## src/shared/icts_defs.vh

```
// constants for impedance calibration and thermal status block
`ifndef ICTS_DEFS_VH
`define ICTS_DEFS_VH

// clock and time figures
`define ICTS_CLK_PS          25000
`define ICTS_CAL_RUN_NS      1000
`define ICTS_LOAD_NS         30
`define ICTS_LOAD_NCK        8
`define ICTS_CLEAR_NS        50
`define ICTS_CLEAR_NCK       3
`define ICTS_TSI_MS          32
`define ICTS_OFS_MAX_US      200

// derived cycle counts: least times round up, longest round down
`define ICTS_CAL_RUN_CYC     (((`ICTS_CAL_RUN_NS * 1000) + `ICTS_CLK_PS - 1) / `ICTS_CLK_PS)
`define ICTS_LOAD_CYC        (((`ICTS_LOAD_NS * 1000) + `ICTS_CLK_PS - 1) / `ICTS_CLK_PS)
`define ICTS_CLEAR_CYC       (((`ICTS_CLEAR_NS * 1000) + `ICTS_CLK_PS - 1) / `ICTS_CLK_PS)
`define ICTS_TSI_CYC         ((`ICTS_TSI_MS * 1000000) / (`ICTS_CLK_PS / 1000))

// per channel register word offsets (word index paddr[4:2] within a channel window)
`define ICTS_OFS_IO_CONFIG   3'h0
`define ICTS_OFS_TERM        3'h1
`define ICTS_OFS_CAL_RESET   3'h2
`define ICTS_OFS_TEMP_STAT   3'h3
`define ICTS_OFS_MPC         3'h4
`define ICTS_OFS_CAL_STAT    3'h5
`define ICTS_CH_BIT          5

// field positions
`define ICTS_PU_POINT_BIT    0
`define ICTS_PD_STR_HI       5
`define ICTS_PD_STR_LO       3
`define ICTS_DQ_TERM_HI      2
`define ICTS_DQ_TERM_LO      0
`define ICTS_CA_TERM_HI      6
`define ICTS_CA_TERM_LO      4
`define ICTS_TOFS_HI         6
`define ICTS_TOFS_LO         5
`define ICTS_TSTAT_HI        2
`define ICTS_TSTAT_LO        0
`define ICTS_MPC_BOTH_BIT    8

// multipurpose command codes
`define ICTS_MPC_CAL_BEGIN   8'h4f
`define ICTS_MPC_CAL_LOAD    8'h51

// reset values
`define ICTS_IO_CONFIG_RST   8'h31
`define ICTS_TERM_RST        8'h00
`define ICTS_CAL_CODE_RST    6'h20

`endif

```

## src/design/icts_interval.v

```verilog
// minimum interval timer counting both core cycles and link clock edges
`timescale 1ns/1ps
module icts_interval #(
   parameter CW = 8,
   parameter EW = 4
) (
   input  wire          i_mclk,
   input  wire          i_rst,
   input  wire          i_start,
   input  wire          i_ck_rise,
   input  wire [CW-1:0] i_min_cyc,
   input  wire [EW-1:0] i_min_edges,
   output wire          o_busy,
   output reg           o_done
);
   reg  [CW-1:0] cyc_q;
   reg  [EW-1:0] edg_q;
   reg           busy_q;
   wire [CW-1:0] cyc_d = (cyc_q != {CW{1'b0}}) ? cyc_q - {{(CW-1){1'b0}}, 1'b1} : cyc_q;
   wire [EW-1:0] edg_d = (i_ck_rise && edg_q != {EW{1'b0}}) ?
                         edg_q - {{(EW-1){1'b0}}, 1'b1} : edg_q;

   assign o_busy = busy_q;

   always @(posedge i_mclk) begin
      if (i_rst) begin
         cyc_q  <= {CW{1'b0}};
         edg_q  <= {EW{1'b0}};
         busy_q <= 1'b0;
         o_done <= 1'b0;
      end else if (i_start) begin
         cyc_q  <= i_min_cyc;
         edg_q  <= i_min_edges;
         busy_q <= 1'b1;
         o_done <= 1'b0;
      end else begin
         cyc_q  <= cyc_d;
         edg_q  <= edg_d;
         busy_q <= busy_q && (cyc_d != {CW{1'b0}} || edg_d != {EW{1'b0}});
         o_done <= busy_q && cyc_d == {CW{1'b0}} && edg_d == {EW{1'b0}};
      end
   end
endmodule

```

## src/design/icts_top.v

```verilog
// two channel impedance calibration control and temperature status, apb slave
//
// Added by the designer: the placing of the registers and register access over APB.
`timescale 1ns/1ps
`include "icts_defs.vh"

// Notes on behaviour
// - two-bit thermal offset per channel, affects only that channel's status
// - offset write refreshes that channel's status within a few cycles
// - sensor sampled and status refreshed every sensor update interval
// - leaving power-down or self refresh forces a fresh status update
// - sensor code arrives pre-thresholded with 2 degree margin; passed through
// - multipurpose command decodes calibration begin and calibration load
// - driver code changes only after load or clear and its interval elapse
// - clear bit resets code to default; guard busy max(50 ns, 3 clocks)
// - clear touches only the channel that wrote it
// - shared engine starts only when idle; extra begins ignored
// - begin accepted on either or both channels, other commands still run
// - each channel loads only on its own load; both-channel form allowed
// - load takes the latest completed result
module icts_top #(
   parameter P_TSI_CYC = `ICTS_TSI_CYC,
   parameter CODE_W    = 6
) (
   input  wire                i_mclk,
   input  wire                i_rst,
   input  wire                psel,
   input  wire                penable,
   input  wire                pwrite,
   input  wire [7:0]          paddr,
   input  wire [31:0]         pwdata,
   output wire                pready,
   output reg  [31:0]         prdata,
   output wire                pslverr,
   input  wire                i_ck,
   input  wire [2:0]          i_sensor_code,
   input  wire [CODE_W-1:0]   i_cal_meas,
   input  wire [1:0]          i_low_power,
   output wire [1:0]          o_pullup_cal_point,
   output wire [5:0]          o_pulldown_drive_strength,
   output wire [5:0]          o_data_lane_termination,
   output wire [5:0]          o_cmd_bus_termination,
   output wire [2*CODE_W-1:0] o_drv_code,
   output wire [5:0]          o_temperature_status,
   output wire [3:0]          o_temp_compensated_refresh,
   output wire                o_cal_busy,
   output wire [1:0]          o_cmd_guard
);
   localparam TW = 21;
   // integer figures, cut to counter widths below
   localparam integer  TSI_LAST_I  = P_TSI_CYC - 1;
   localparam integer  RUN_CYC_I   = `ICTS_CAL_RUN_CYC;
   localparam integer  LOAD_CYC_I  = `ICTS_LOAD_CYC;
   localparam integer  CLEAR_CYC_I = `ICTS_CLEAR_CYC;
   localparam integer  LOAD_NCK_I  = `ICTS_LOAD_NCK;
   localparam integer  CLEAR_NCK_I = `ICTS_CLEAR_NCK;
   localparam [TW-1:0] TSI_LAST    = TSI_LAST_I[TW-1:0];
   localparam [7:0]    RUN_CYC     = RUN_CYC_I[7:0];
   localparam [7:0]    LOAD_CYC    = LOAD_CYC_I[7:0];
   localparam [7:0]    CLEAR_CYC   = CLEAR_CYC_I[7:0];
   localparam [3:0]    LOAD_NCK    = LOAD_NCK_I[3:0];
   localparam [3:0]    CLEAR_NCK   = CLEAR_NCK_I[3:0];
   localparam [1:0]    G_IDLE      = 2'b00;
   localparam [1:0]    G_LOAD      = 2'b01;
   localparam [1:0]    G_CLEAR     = 2'b10;

   // saturating sum of sensor code and thermal offset
   function [2:0] temp_adj;
      input [2:0] code;
      input [1:0] ofs;
      reg   [3:0] sum;
      begin
         sum = {1'b0, code} + {2'b00, ofs};
         temp_adj = sum[3] ? 3'h7 : sum[2:0];
      end
   endfunction

   // refresh rate class from a status code
   function [1:0] refresh_class;
      input [2:0] stat;
      begin
         case (stat)
            3'h0, 3'h1, 3'h2: refresh_class = 2'b00;
            3'h3:             refresh_class = 2'b01;
            3'h4, 3'h5:       refresh_class = 2'b10;
            default:          refresh_class = 2'b11;
         endcase
      end
   endfunction

   // pin synchronisers
   reg  [2:0]        ck_s1_q, ck_s2_q;
   reg  [2:0]        sens_s1_q, sens_s2_q;
   reg  [CODE_W-1:0] meas_s1_q, meas_s2_q;
   reg  [1:0]        lp_s1_q, lp_s2_q, lp_d_q;
   reg               ck_last_q;
   reg  [2:0]        ck_fill_q;
   // no edge until the synchroniser holds real pin history
   wire              ck_rise = ck_s2_q[0] & ~ck_last_q & ck_fill_q[2];

   always @(posedge i_mclk) begin
      if (i_rst) begin
         ck_s1_q   <= 3'h0;
         ck_s2_q   <= 3'h0;
         ck_last_q <= 1'b0;
         ck_fill_q <= 3'h0;
         sens_s1_q <= 3'h0;
         sens_s2_q <= 3'h0;
         meas_s1_q <= {CODE_W{1'b0}};
         meas_s2_q <= {CODE_W{1'b0}};
         lp_s1_q   <= 2'b00;
         lp_s2_q   <= 2'b00;
         lp_d_q    <= 2'b00;
      end else begin
         ck_s1_q   <= {2'b00, i_ck};
         ck_s2_q   <= ck_s1_q;
         ck_last_q <= ck_s2_q[0];
         ck_fill_q <= {ck_fill_q[1:0], 1'b1};
         sens_s1_q <= i_sensor_code;
         sens_s2_q <= sens_s1_q;
         meas_s1_q <= i_cal_meas;
         meas_s2_q <= meas_s1_q;
         lp_s1_q   <= i_low_power;
         lp_s2_q   <= lp_s1_q;
         lp_d_q    <= lp_s2_q;
      end
   end

   // apb decode
   wire       acc     = psel & penable;
   wire       ch      = paddr[`ICTS_CH_BIT];
   wire [2:0] widx    = paddr[4:2];
   wire       mapped  = (paddr[7:6] == 2'b00) && (paddr[1:0] == 2'b00) &&
                        (widx <= `ICTS_OFS_CAL_STAT);
   wire       wr      = acc & pwrite & mapped;
   wire       wr_mpc  = wr && widx == `ICTS_OFS_MPC;
   wire       both    = pwdata[`ICTS_MPC_BOTH_BIT];
   wire [1:0] ch_sel  = both ? 2'b11 : (ch ? 2'b10 : 2'b01);

   assign pready  = 1'b1;
   assign pslverr = acc & ~mapped;

   // command decode per channel
   wire [1:0] begin_req = (wr_mpc && pwdata[7:0] == `ICTS_MPC_CAL_BEGIN) ? ch_sel : 2'b00;
   wire [1:0] load_req  = (wr_mpc && pwdata[7:0] == `ICTS_MPC_CAL_LOAD) ? ch_sel : 2'b00;
   wire [1:0] clear_req;
   assign clear_req[0] = wr && !ch && widx == `ICTS_OFS_CAL_RESET && pwdata[0];
   assign clear_req[1] = wr && ch && widx == `ICTS_OFS_CAL_RESET && pwdata[0];

   // shared calibration engine
   wire              run_busy;
   wire              run_done;
   wire              run_start = (|begin_req) & ~run_busy;
   reg  [CODE_W-1:0] done_code_q;
   reg               done_valid_q;

   icts_interval #(.CW(8), .EW(4)) u_run (
      .i_mclk      (i_mclk),
      .i_rst       (i_rst),
      .i_start     (run_start),
      .i_ck_rise   (ck_rise),
      .i_min_cyc   (RUN_CYC),
      .i_min_edges (4'h0),
      .o_busy      (run_busy),
      .o_done      (run_done)
   );

   // latest completed result, shared record
   always @(posedge i_mclk) begin
      if (i_rst) begin
         done_code_q  <= `ICTS_CAL_CODE_RST;
         done_valid_q <= 1'b0;
      end else if (run_done) begin
         done_code_q  <= meas_s2_q;
         done_valid_q <= 1'b1;
      end
   end

   assign o_cal_busy = run_busy;

   // per channel state
   reg  [7:0]        io_cfg_q   [0:1];
   reg  [7:0]        term_q     [0:1];
   reg  [1:0]        tofs_q     [0:1];
   reg  [2:0]        tstat_q    [0:1];
   reg  [CODE_W-1:0] pend_q     [0:1];
   reg  [CODE_W-1:0] act_q      [0:1];
   reg  [1:0]        gst_q      [0:1];
   reg  [1:0]        tupd_q;
   reg  [TW-1:0]     tsi_q;
   wire              tsi_tick = (tsi_q == TSI_LAST);
   wire [1:0]        g_busy;
   wire [1:0]        g_done;

   // sensor update interval timer
   always @(posedge i_mclk) begin
      if (i_rst) begin
         tsi_q <= {TW{1'b0}};
      end else if (tsi_tick) begin
         tsi_q <= {TW{1'b0}};
      end else begin
         tsi_q <= tsi_q + {{(TW-1){1'b0}}, 1'b1};
      end
   end

   genvar g;
   generate
      for (g = 0; g < 2; g = g + 1) begin : gch
         wire       g_start = load_req[g] | clear_req[g];
         wire [7:0] g_cyc   = clear_req[g] ? CLEAR_CYC : LOAD_CYC;
         wire [3:0] g_nck   = clear_req[g] ? CLEAR_NCK : LOAD_NCK;
         wire       wr_ch   = wr && (ch == g);

         icts_interval #(.CW(8), .EW(4)) u_guard (
            .i_mclk      (i_mclk),
            .i_rst       (i_rst),
            .i_start     (g_start),
            .i_ck_rise   (ck_rise),
            .i_min_cyc   (g_cyc),
            .i_min_edges (g_nck),
            .o_busy      (g_busy[g]),
            .o_done      (g_done[g])
         );

         // mode fields
         always @(posedge i_mclk) begin
            if (i_rst) begin
               io_cfg_q[g] <= `ICTS_IO_CONFIG_RST;
               term_q[g]   <= `ICTS_TERM_RST;
               tofs_q[g]   <= 2'b00;
            end else begin
               if (wr_ch && widx == `ICTS_OFS_IO_CONFIG) begin
                  io_cfg_q[g] <= pwdata[7:0];
               end
               if (wr_ch && widx == `ICTS_OFS_TERM) begin
                  term_q[g] <= pwdata[7:0];
               end
               if (wr_ch && widx == `ICTS_OFS_TEMP_STAT) begin
                  tofs_q[g] <= pwdata[`ICTS_TOFS_HI:`ICTS_TOFS_LO];
               end
            end
         end

         // temperature status update
         always @(posedge i_mclk) begin
            if (i_rst) begin
               tupd_q[g]  <= 1'b1;
               tstat_q[g] <= 3'h0;
            end else begin
               tupd_q[g] <= (wr_ch && widx == `ICTS_OFS_TEMP_STAT) ||
                            (lp_d_q[g] && !lp_s2_q[g]);
               if (tupd_q[g] || tsi_tick) begin
                  tstat_q[g] <= temp_adj(sens_s2_q, tofs_q[g]);
               end
            end
         end

         // load and clear sequencing of driver code
         always @(posedge i_mclk) begin
            if (i_rst) begin
               gst_q[g]  <= G_IDLE;
               pend_q[g] <= `ICTS_CAL_CODE_RST;
               act_q[g]  <= `ICTS_CAL_CODE_RST;
            end else if (clear_req[g]) begin
               gst_q[g]  <= G_CLEAR;
               pend_q[g] <= `ICTS_CAL_CODE_RST;
            end else if (load_req[g]) begin
               gst_q[g]  <= G_LOAD;
               pend_q[g] <= (run_done ? meas_s2_q : done_code_q);
            end else begin
               case (gst_q[g])
                  G_IDLE: begin
                     gst_q[g] <= G_IDLE;
                  end
                  G_LOAD, G_CLEAR: begin
                     if (g_done[g]) begin
                        act_q[g] <= pend_q[g];
                        gst_q[g] <= G_IDLE;
                     end
                  end
                  default: begin
                     gst_q[g] <= G_IDLE;
                  end
               endcase
            end
         end

         assign o_pullup_cal_point[g] = io_cfg_q[g][`ICTS_PU_POINT_BIT];
         assign o_pulldown_drive_strength[3*g+2:3*g] =
            io_cfg_q[g][`ICTS_PD_STR_HI:`ICTS_PD_STR_LO];
         assign o_data_lane_termination[3*g+2:3*g] =
            term_q[g][`ICTS_DQ_TERM_HI:`ICTS_DQ_TERM_LO];
         assign o_cmd_bus_termination[3*g+2:3*g] =
            term_q[g][`ICTS_CA_TERM_HI:`ICTS_CA_TERM_LO];
         assign o_drv_code[CODE_W*g+CODE_W-1:CODE_W*g] = act_q[g];
         assign o_temperature_status[3*g+2:3*g] = tstat_q[g];
         assign o_temp_compensated_refresh[2*g+1:2*g] = refresh_class(tstat_q[g]);
         assign o_cmd_guard[g] = g_busy[g];
      end
   endgenerate

   // read mux, captured in the setup cycle so data stands through access
   reg  [31:0] rd_mux;
   wire        rd_setup = psel & ~penable & ~pwrite & mapped;

   always @* begin
      rd_mux = 32'h0000_0000;
      case (widx)
         `ICTS_OFS_IO_CONFIG: begin
            rd_mux[7:0] = io_cfg_q[ch];
         end
         `ICTS_OFS_TERM: begin
            rd_mux[7:0] = term_q[ch];
         end
         `ICTS_OFS_TEMP_STAT: begin
            rd_mux[`ICTS_TOFS_HI:`ICTS_TOFS_LO]   = tofs_q[ch];
            rd_mux[`ICTS_TSTAT_HI:`ICTS_TSTAT_LO] = tstat_q[ch];
         end
         `ICTS_OFS_CAL_STAT: begin
            rd_mux[0]            = run_busy;
            rd_mux[1]            = g_busy[ch];
            rd_mux[2]            = gst_q[ch] == G_LOAD;
            rd_mux[3]            = done_valid_q;
            rd_mux[CODE_W+7:8]   = act_q[ch];
            rd_mux[CODE_W+15:16] = done_code_q;
         end
         default: begin
            rd_mux = 32'h0000_0000;
         end
      endcase
   end

   always @(posedge i_mclk) begin
      if (i_rst) begin
         prdata <= 32'h0000_0000;
      end else begin
         prdata <= rd_setup ? rd_mux : 32'h0000_0000;
      end
   end
endmodule

```

## config.mk

```make
export PLATFORM = sky130hd
export DESIGN_NAME = icts_top
export DESIGN_NICKNAME = d
export VERILOG_FILES = /design/src/design/icts_interval.v /design/src/design/icts_top.v
export VERILOG_INCLUDE_DIRS = /design/src /design/src/shared
export SDC_FILE = /design/constraint.sdc
export NUM_CORES = 1
export LEC_CHECK = 0
export ABC_CLOCK_PERIOD_IN_PS = 4100
export BUFFER_PORTS_ARGS = -buffer_cell sky130_fd_sc_hd__clkbuf_2
export CAP_MARGIN = 20
export CORE_MARGIN = 8
export CORE_UTILIZATION = 30
export DETAILED_ROUTE_END_ITERATION = 8
export GPL_TIMING_DRIVEN = 1
export PLACE_DENSITY_LB_ADDON = 0.05
export SKIP_LAST_GASP = 1
export SYNTH_ARGS = -nofsm -noshare
export SYNTH_HDL_FRONTEND = slang
export SYNTH_SLANG_ARGS = --single-unit
export TNS_END_PERCENT = 20
```

## constraint.sdc

```tcl
create_clock -name i_mclk -period 4.1 [get_ports i_mclk]
set_clock_uncertainty 0.1 [all_clocks]
set_input_delay 0.41 -clock i_mclk [delete_from_list [all_inputs] [get_ports i_mclk]]
set_output_delay 0.41 -clock i_mclk [all_outputs]
set_load 0.005 [all_outputs]
```

## Yosys cells after proc, flatten, opt, wreduce, memory -nomap -nowiden

Memory sizes are Yosys's and may differ from the RTL's. A register that Yosys moved wholly into a read port is not among the register bits.
Cells that the tools add are included.
W data, S select, Z words.

- Word-level logic and storage cells: 331
- Bits in writable memories: 70
- Bits of input ports: 57
- Output and inout port bits: 79
- Register bits: 134
- Memories kept: 7

Memory list:

| name | depth | bits a word | read ports | clocked after memory_dff | write ports | line | text |
|---|---|---|---|---|---|---|---|
| io_cfg_q | 2 | 8 | 3 | 0 | 2 | icts_top.v:182 | `reg [7:0] io_cfg_q [0:1];` |
| term_q | 2 | 8 | 3 | 0 | 2 | icts_top.v:183 | `reg [7:0] term_q [0:1];` |
| act_q | 2 | 6 | 3 | 1 | 2 | icts_top.v:187 | `reg [CODE_W-1:0] act_q [0:1];` |
| pend_q | 2 | 6 | 2 | 0 | 2 | icts_top.v:186 | `reg [CODE_W-1:0] pend_q [0:1];` |
| tstat_q | 2 | 3 | 3 | 0 | 2 | icts_top.v:185 | `reg [2:0] tstat_q [0:1];` |
| gst_q | 2 | 2 | 3 | 0 | 2 | icts_top.v:188 | `reg [1:0] gst_q [0:1];` |
| 1 more memories | n/a | n/a | n/a | n/a | n/a | n/a |  |

- Muxes and demuxes: 129
- Reduce and logical (&&, ||, !) cells: 82
- Add/sub/neg operators: 9
- Bitwise operators: 44
- Equal/unequal tests: 23
- Magnitude comparators: 2

Operators by type and width:

| cell | number |
|---|---|
| $mux W1 | 78 |
| $mux W8 | 7 |
| $mux W6 | 8 |
| $reduce_bool A8 Y1 | 6 |
| $mux W2 | 18 |
| $logic_and A1 B1 Y1 | 32 |
| $mux W4 | 7 |
| $or A1 B1 Y1 | 26 |
| $logic_not A8 Y1 | 3 |
| $reduce_bool A4 Y1 | 6 |
| $sub A8 B1 Y8 const B | 3 |
| $add A21 B1 Y21 const B | 1 |
| $eq A21 B21 Y1 const B | 1 |
| $reduce_or A2 Y1 | 10 |
| $eq A3 B2 Y1 const B | 6 |
| $eq A3 B3 Y1 const B | 6 |
| $pmux W2 S3 | 3 |
| $eq A8 B7 Y1 const B | 2 |
| $reduce_or A3 Y1 | 5 |
| $logic_not A4 Y1 | 3 |
| $mux W3 | 4 |
| $pmux W3 S4 | 1 |
| $sub A4 B1 Y4 const B | 3 |
| $and A1 B1 Y1 | 10 |
| 13 further kinds | 40 |

## Depth between registers and ports, before layout

- Word-level depth: 15
- Depth in mapped cells: 9
- Depth with buffers taken out: 7

## Modules after synthesis

From an unflattened synthesis, not the netlist that was laid out.

- Cell total of the unflattened synthesis: 920
- Area total of the unflattened synthesis: 9223.8 um^2

Modules (own cells, without submodules):

| module | area an instance (um^2) | cells an instance | seq. area each (um^2) | times used |
|---|---|---|---|---|
| icts_top | 6581.3 | 599 | 3703.6 | 1 |
| icts_interval | 880.8 | 107 | 280.3 | 3 |

## Worst setup path after synthesis

Ideal clock, no wire load.

- Path type: in2reg
- From: input paddr[2]
- To: memory pend_q[1][0] (enable)
- Path slack: 1580 ps
- Required time: 3627 ps
- Stages on the path: 6
- Buffers on the path: 2
- Arrival: 2047 ps
- Cells stage by stage: clkbuf_1 -> nor4bb_1 -> inv_1 -> nor2_1 -> or3_1 -> clkbuf_1

RTL lines:

| element | line | text |
|---|---|---|
| from (decl) | icts_top.v:30 | `input wire [7:0] paddr,` |
| to (decl) | icts_top.v:186 |  |

==> results by group <==
Run status
  • Status: complete, no violations

Synth
  • Ys flop type: dfxtp_1
  • Post-synthesis async set-or-reset flop share: 0%
  • Cells after Synth: 879
  • Register area share after synthesis: 52.0%
  • Synth area leader: dfxtp_1
  • Seq cells post-synth: 192
  • Main area contributors after synthesis: dfxtp_1 28%, edfxtp_1 24%, nor2_1 4.6%
  • Most common cell in the synthesized netlist: dfxtp_1
  • Ys Warns: 0
  • Number of flops mapped to enable cells by yosys: 70
  • Most frequent cells after synthesis: 122 x dfxtp_1, 107 x nor2_1, 70 x edfxtp_1
  • Mapped Area: 8740 um^2
  • Share of Yosys cell area claimed by the top area cell type: 27.9%
  • Yosys cell types: 70
  • Avg Inst Size Synth: 9.94 um^2

Floorplan
  • Die height: 187 um
  • Die footprint: 34800 um^2
  • Top Ports: 136
  • Initial core utilization: 30.4%
  • Die Wd: 187 um
  • Core Footprint: 28700 um^2
  • # rows: 62

Clock tree
  • Clock slew at reported path FFs: 0.08 ns
  • Cts repair resizes: 0
  • Setup Fix Bufs, Post-CTS: 0
  • Root buffer cell: clkbuf_16
  • CTS tree: built
  • Clock Tree Buf Depth: 2
  • Hold buffer count at cts: 0
  • CTS H-tree depth: 4
  • Worst skew pair latency: 0.44 ns
  • TritonCTS Buffers: 17
  • Clock Sinks: 192

Hold path
  • Worst min path class: primary input to flip-flop
  • Hold_sp: i_cal_meas[0]

Worst setup path
  • CP Launch Point: paddr[4]
  • Kind of end point of the critical path: flip-flop
  • Setup crit start kind: primary input
  • Worst EP required: 4.18 ns
  • WS Path Type: primary input to flip-flop
  • Worst Path Arrival: 2.82 ns
  • Origin of the critical flop-to-flop path: gch[1].u_guard.cyc_q[0]
  • Critical Path Fanout Max: 17

Cells and area
  • Finished Cell Area: 10100 um^2
  • # fillers: 2971
  • Fraction of layout cells with a size suffix above 1: 17.1%
  • Nets: 1032
  • ANT cells: 0
  • Area grow syn2layout: 15.7%

GRT
  • Total congestion overflow: 0
  • GRT Overall Usage: 12.8%
  • Initial antenna violation count: 0
  • Largest net degree at the start of global routing: 31
  • Vias in the first global route: 6370
  • First-pass GRT wire length: 35800 um

Power and ir drop
  • Total power: 5.19 mW
  • Pwr dens: 513 nW/um^2
  • Pleak: 3.95 nW
  • Maximum VDD drop: 209 uV

Route
  • Via count: 6198
  • Final wirelength: 22300 um
  • Drt via density: 4.58
  • Drt drc: 0
  • Drt pass-1 iters: 7
  • Antenna-violating nets left: 0
  • First DRT Iteration DRCs: 341
  • Avg WL per Cell: 16.5 um

Timing
  • Post-layout worst setup margin: 1.36 ns
  • Setup TNS: 0 ns
  • Slew headroom: 24.0%
  • Max Fclk: 365 MHz
  • Slew @ Worst Pin: 1.13 ns
  • RSZ-0062 raised after global routing: false
  • Count of final hold-check violations: 0
  • Final Cycle Share: 66.8%
  • Slew Limit Fails: 0
  • Final min period: 2.74 ns
  • Final setup violation count: 0

Job
  • Max_cap viols: 0

Place
  • Dpl ws: 0.883 ns
  • IO Port Bufs: 99
  • Area of placed instances: 9490 um^2
  • Gpl congestion: 0.754
  • DP HPWL: 16500 um
==> sequential cells by signal, indices dropped and copies added, names as in the netlist, 3 cells and up <==
register / count
act_q: 12
ck_fill_q: 3
done_code_q: 6
gch.u_guard.cyc_q: 16
gch.u_guard.edg_q: 8
gst_q: 4
io_cfg_q: 16
meas_s1_q: 6
meas_s2_q: 6
pend_q: 12
prdata: 20
sens_s1_q: 3
sens_s2_q: 3
term_q: 16
tofs_q: 4
tsi_q: 21
tstat_q: 6
u_run.cyc_q: 8
u_run.edg_q: 4
==> routing by layer <==
metal / share of wire [%] / global-route usage (%) / vias up
li1: - / - / 3152
met3: 3.0 / 2.35 / 19
met4: 1.6 / 4.40 / 0
met1: 51 / 17.5 / 2918
met2: 44 / 20.1 / 109
met5: 0 / 0 / -
==> critical path: stages <==
cell and delay, ns:
clkbuf_2 0.31, nand2_1 0.17, and4_1 0.25, a21oi_1 0.28
nor2b_1 0.48, inv_1 0.32, or4_1 0.57
==> cell families after synthesis <==
| family | Yosys count | share of synthesized area (%) |
|---|---|---|
| other | 2 | 0.0859 |
| AOI/OAI and AO/OA | 105 | 7.66 |
| and+or+nand+nor | 375 | 22.9 |
| xor gates and xnor gates | 35 | 3.51 |
| adders and majority gates | 20 | 3.04 |
| muxes | 36 | 4.28 |
| DFF | 192 | 52.0 |
| buffers and inverters | 114 | 6.51 |
==> power breakdown <==
group          internal [mW]  switching [mW]  total, mW
clock                  0.912           0.828       1.74
sequential              2.13           0.169       2.29
combinational          0.525           0.629       1.15
==> final timing paths <==
check	to	slack (ns)	cells past startpoint
min reg2reg	tupd_q[0]	0.32	1
min	meas_s1_q[0]	0.08	2
max	gst_q[0][1]	1.36	7
max reg2reg	gch[1].u_guard.o_done	1.56	7
==> cells in the final DEF (no fill, tap or decap), drive strengths merged, types with 7 or more instances in the layout <==
cell and count:
a21oi 38, nor4 13, nor2b 34, and2 43, edfxtp 70, nand2 43
o21ai 20, mux2i 34, dfxtp 122, and3 12, or3 11, inv 50
conb 13, ha 18, nand3 22, buf 18, nand4 7, xnor2 22
xor2 13, nor2 107, nor3 30, nand2b 11, clkbuf 117
==> metrics by stage <==
| step | hold slack [ns] | utilization [%] | std cells |
|---|---|---|---|
| 3_3_place_gp | 0.306 | 33.1 | 1320 |
| 3_5_place_dp | 0.312 | 33.1 | 1320 |
| 2_1_floorplan | 0.303 | - | 890 |
| 5_1_grt | 0.0735 | 35.2 | 1352 |
| 4_1_cts | 0.0588 | 35.2 | 1352 |
| 6_report | 0.0810 | 35.2 | 1352 |
==> final cells by class <==
| class | instances | area, um^2 | share of cell area (%) |
|---|---|---|---|
| multi-input combinational | 584 | 3670 | 36.3 |
| sequential | 192 | 4540 | 45.0 |
| inverter | 43 | 161 | 1.60 |
| tap | 384 | 480 | 4.75 |
| clock buffer | 18 | 450 | 4.46 |
| timing repair buffer | 117 | 631 | 6.24 |
| clock inverter | 14 | 169 | 1.67 |
(Power assumes the default switching activity.)
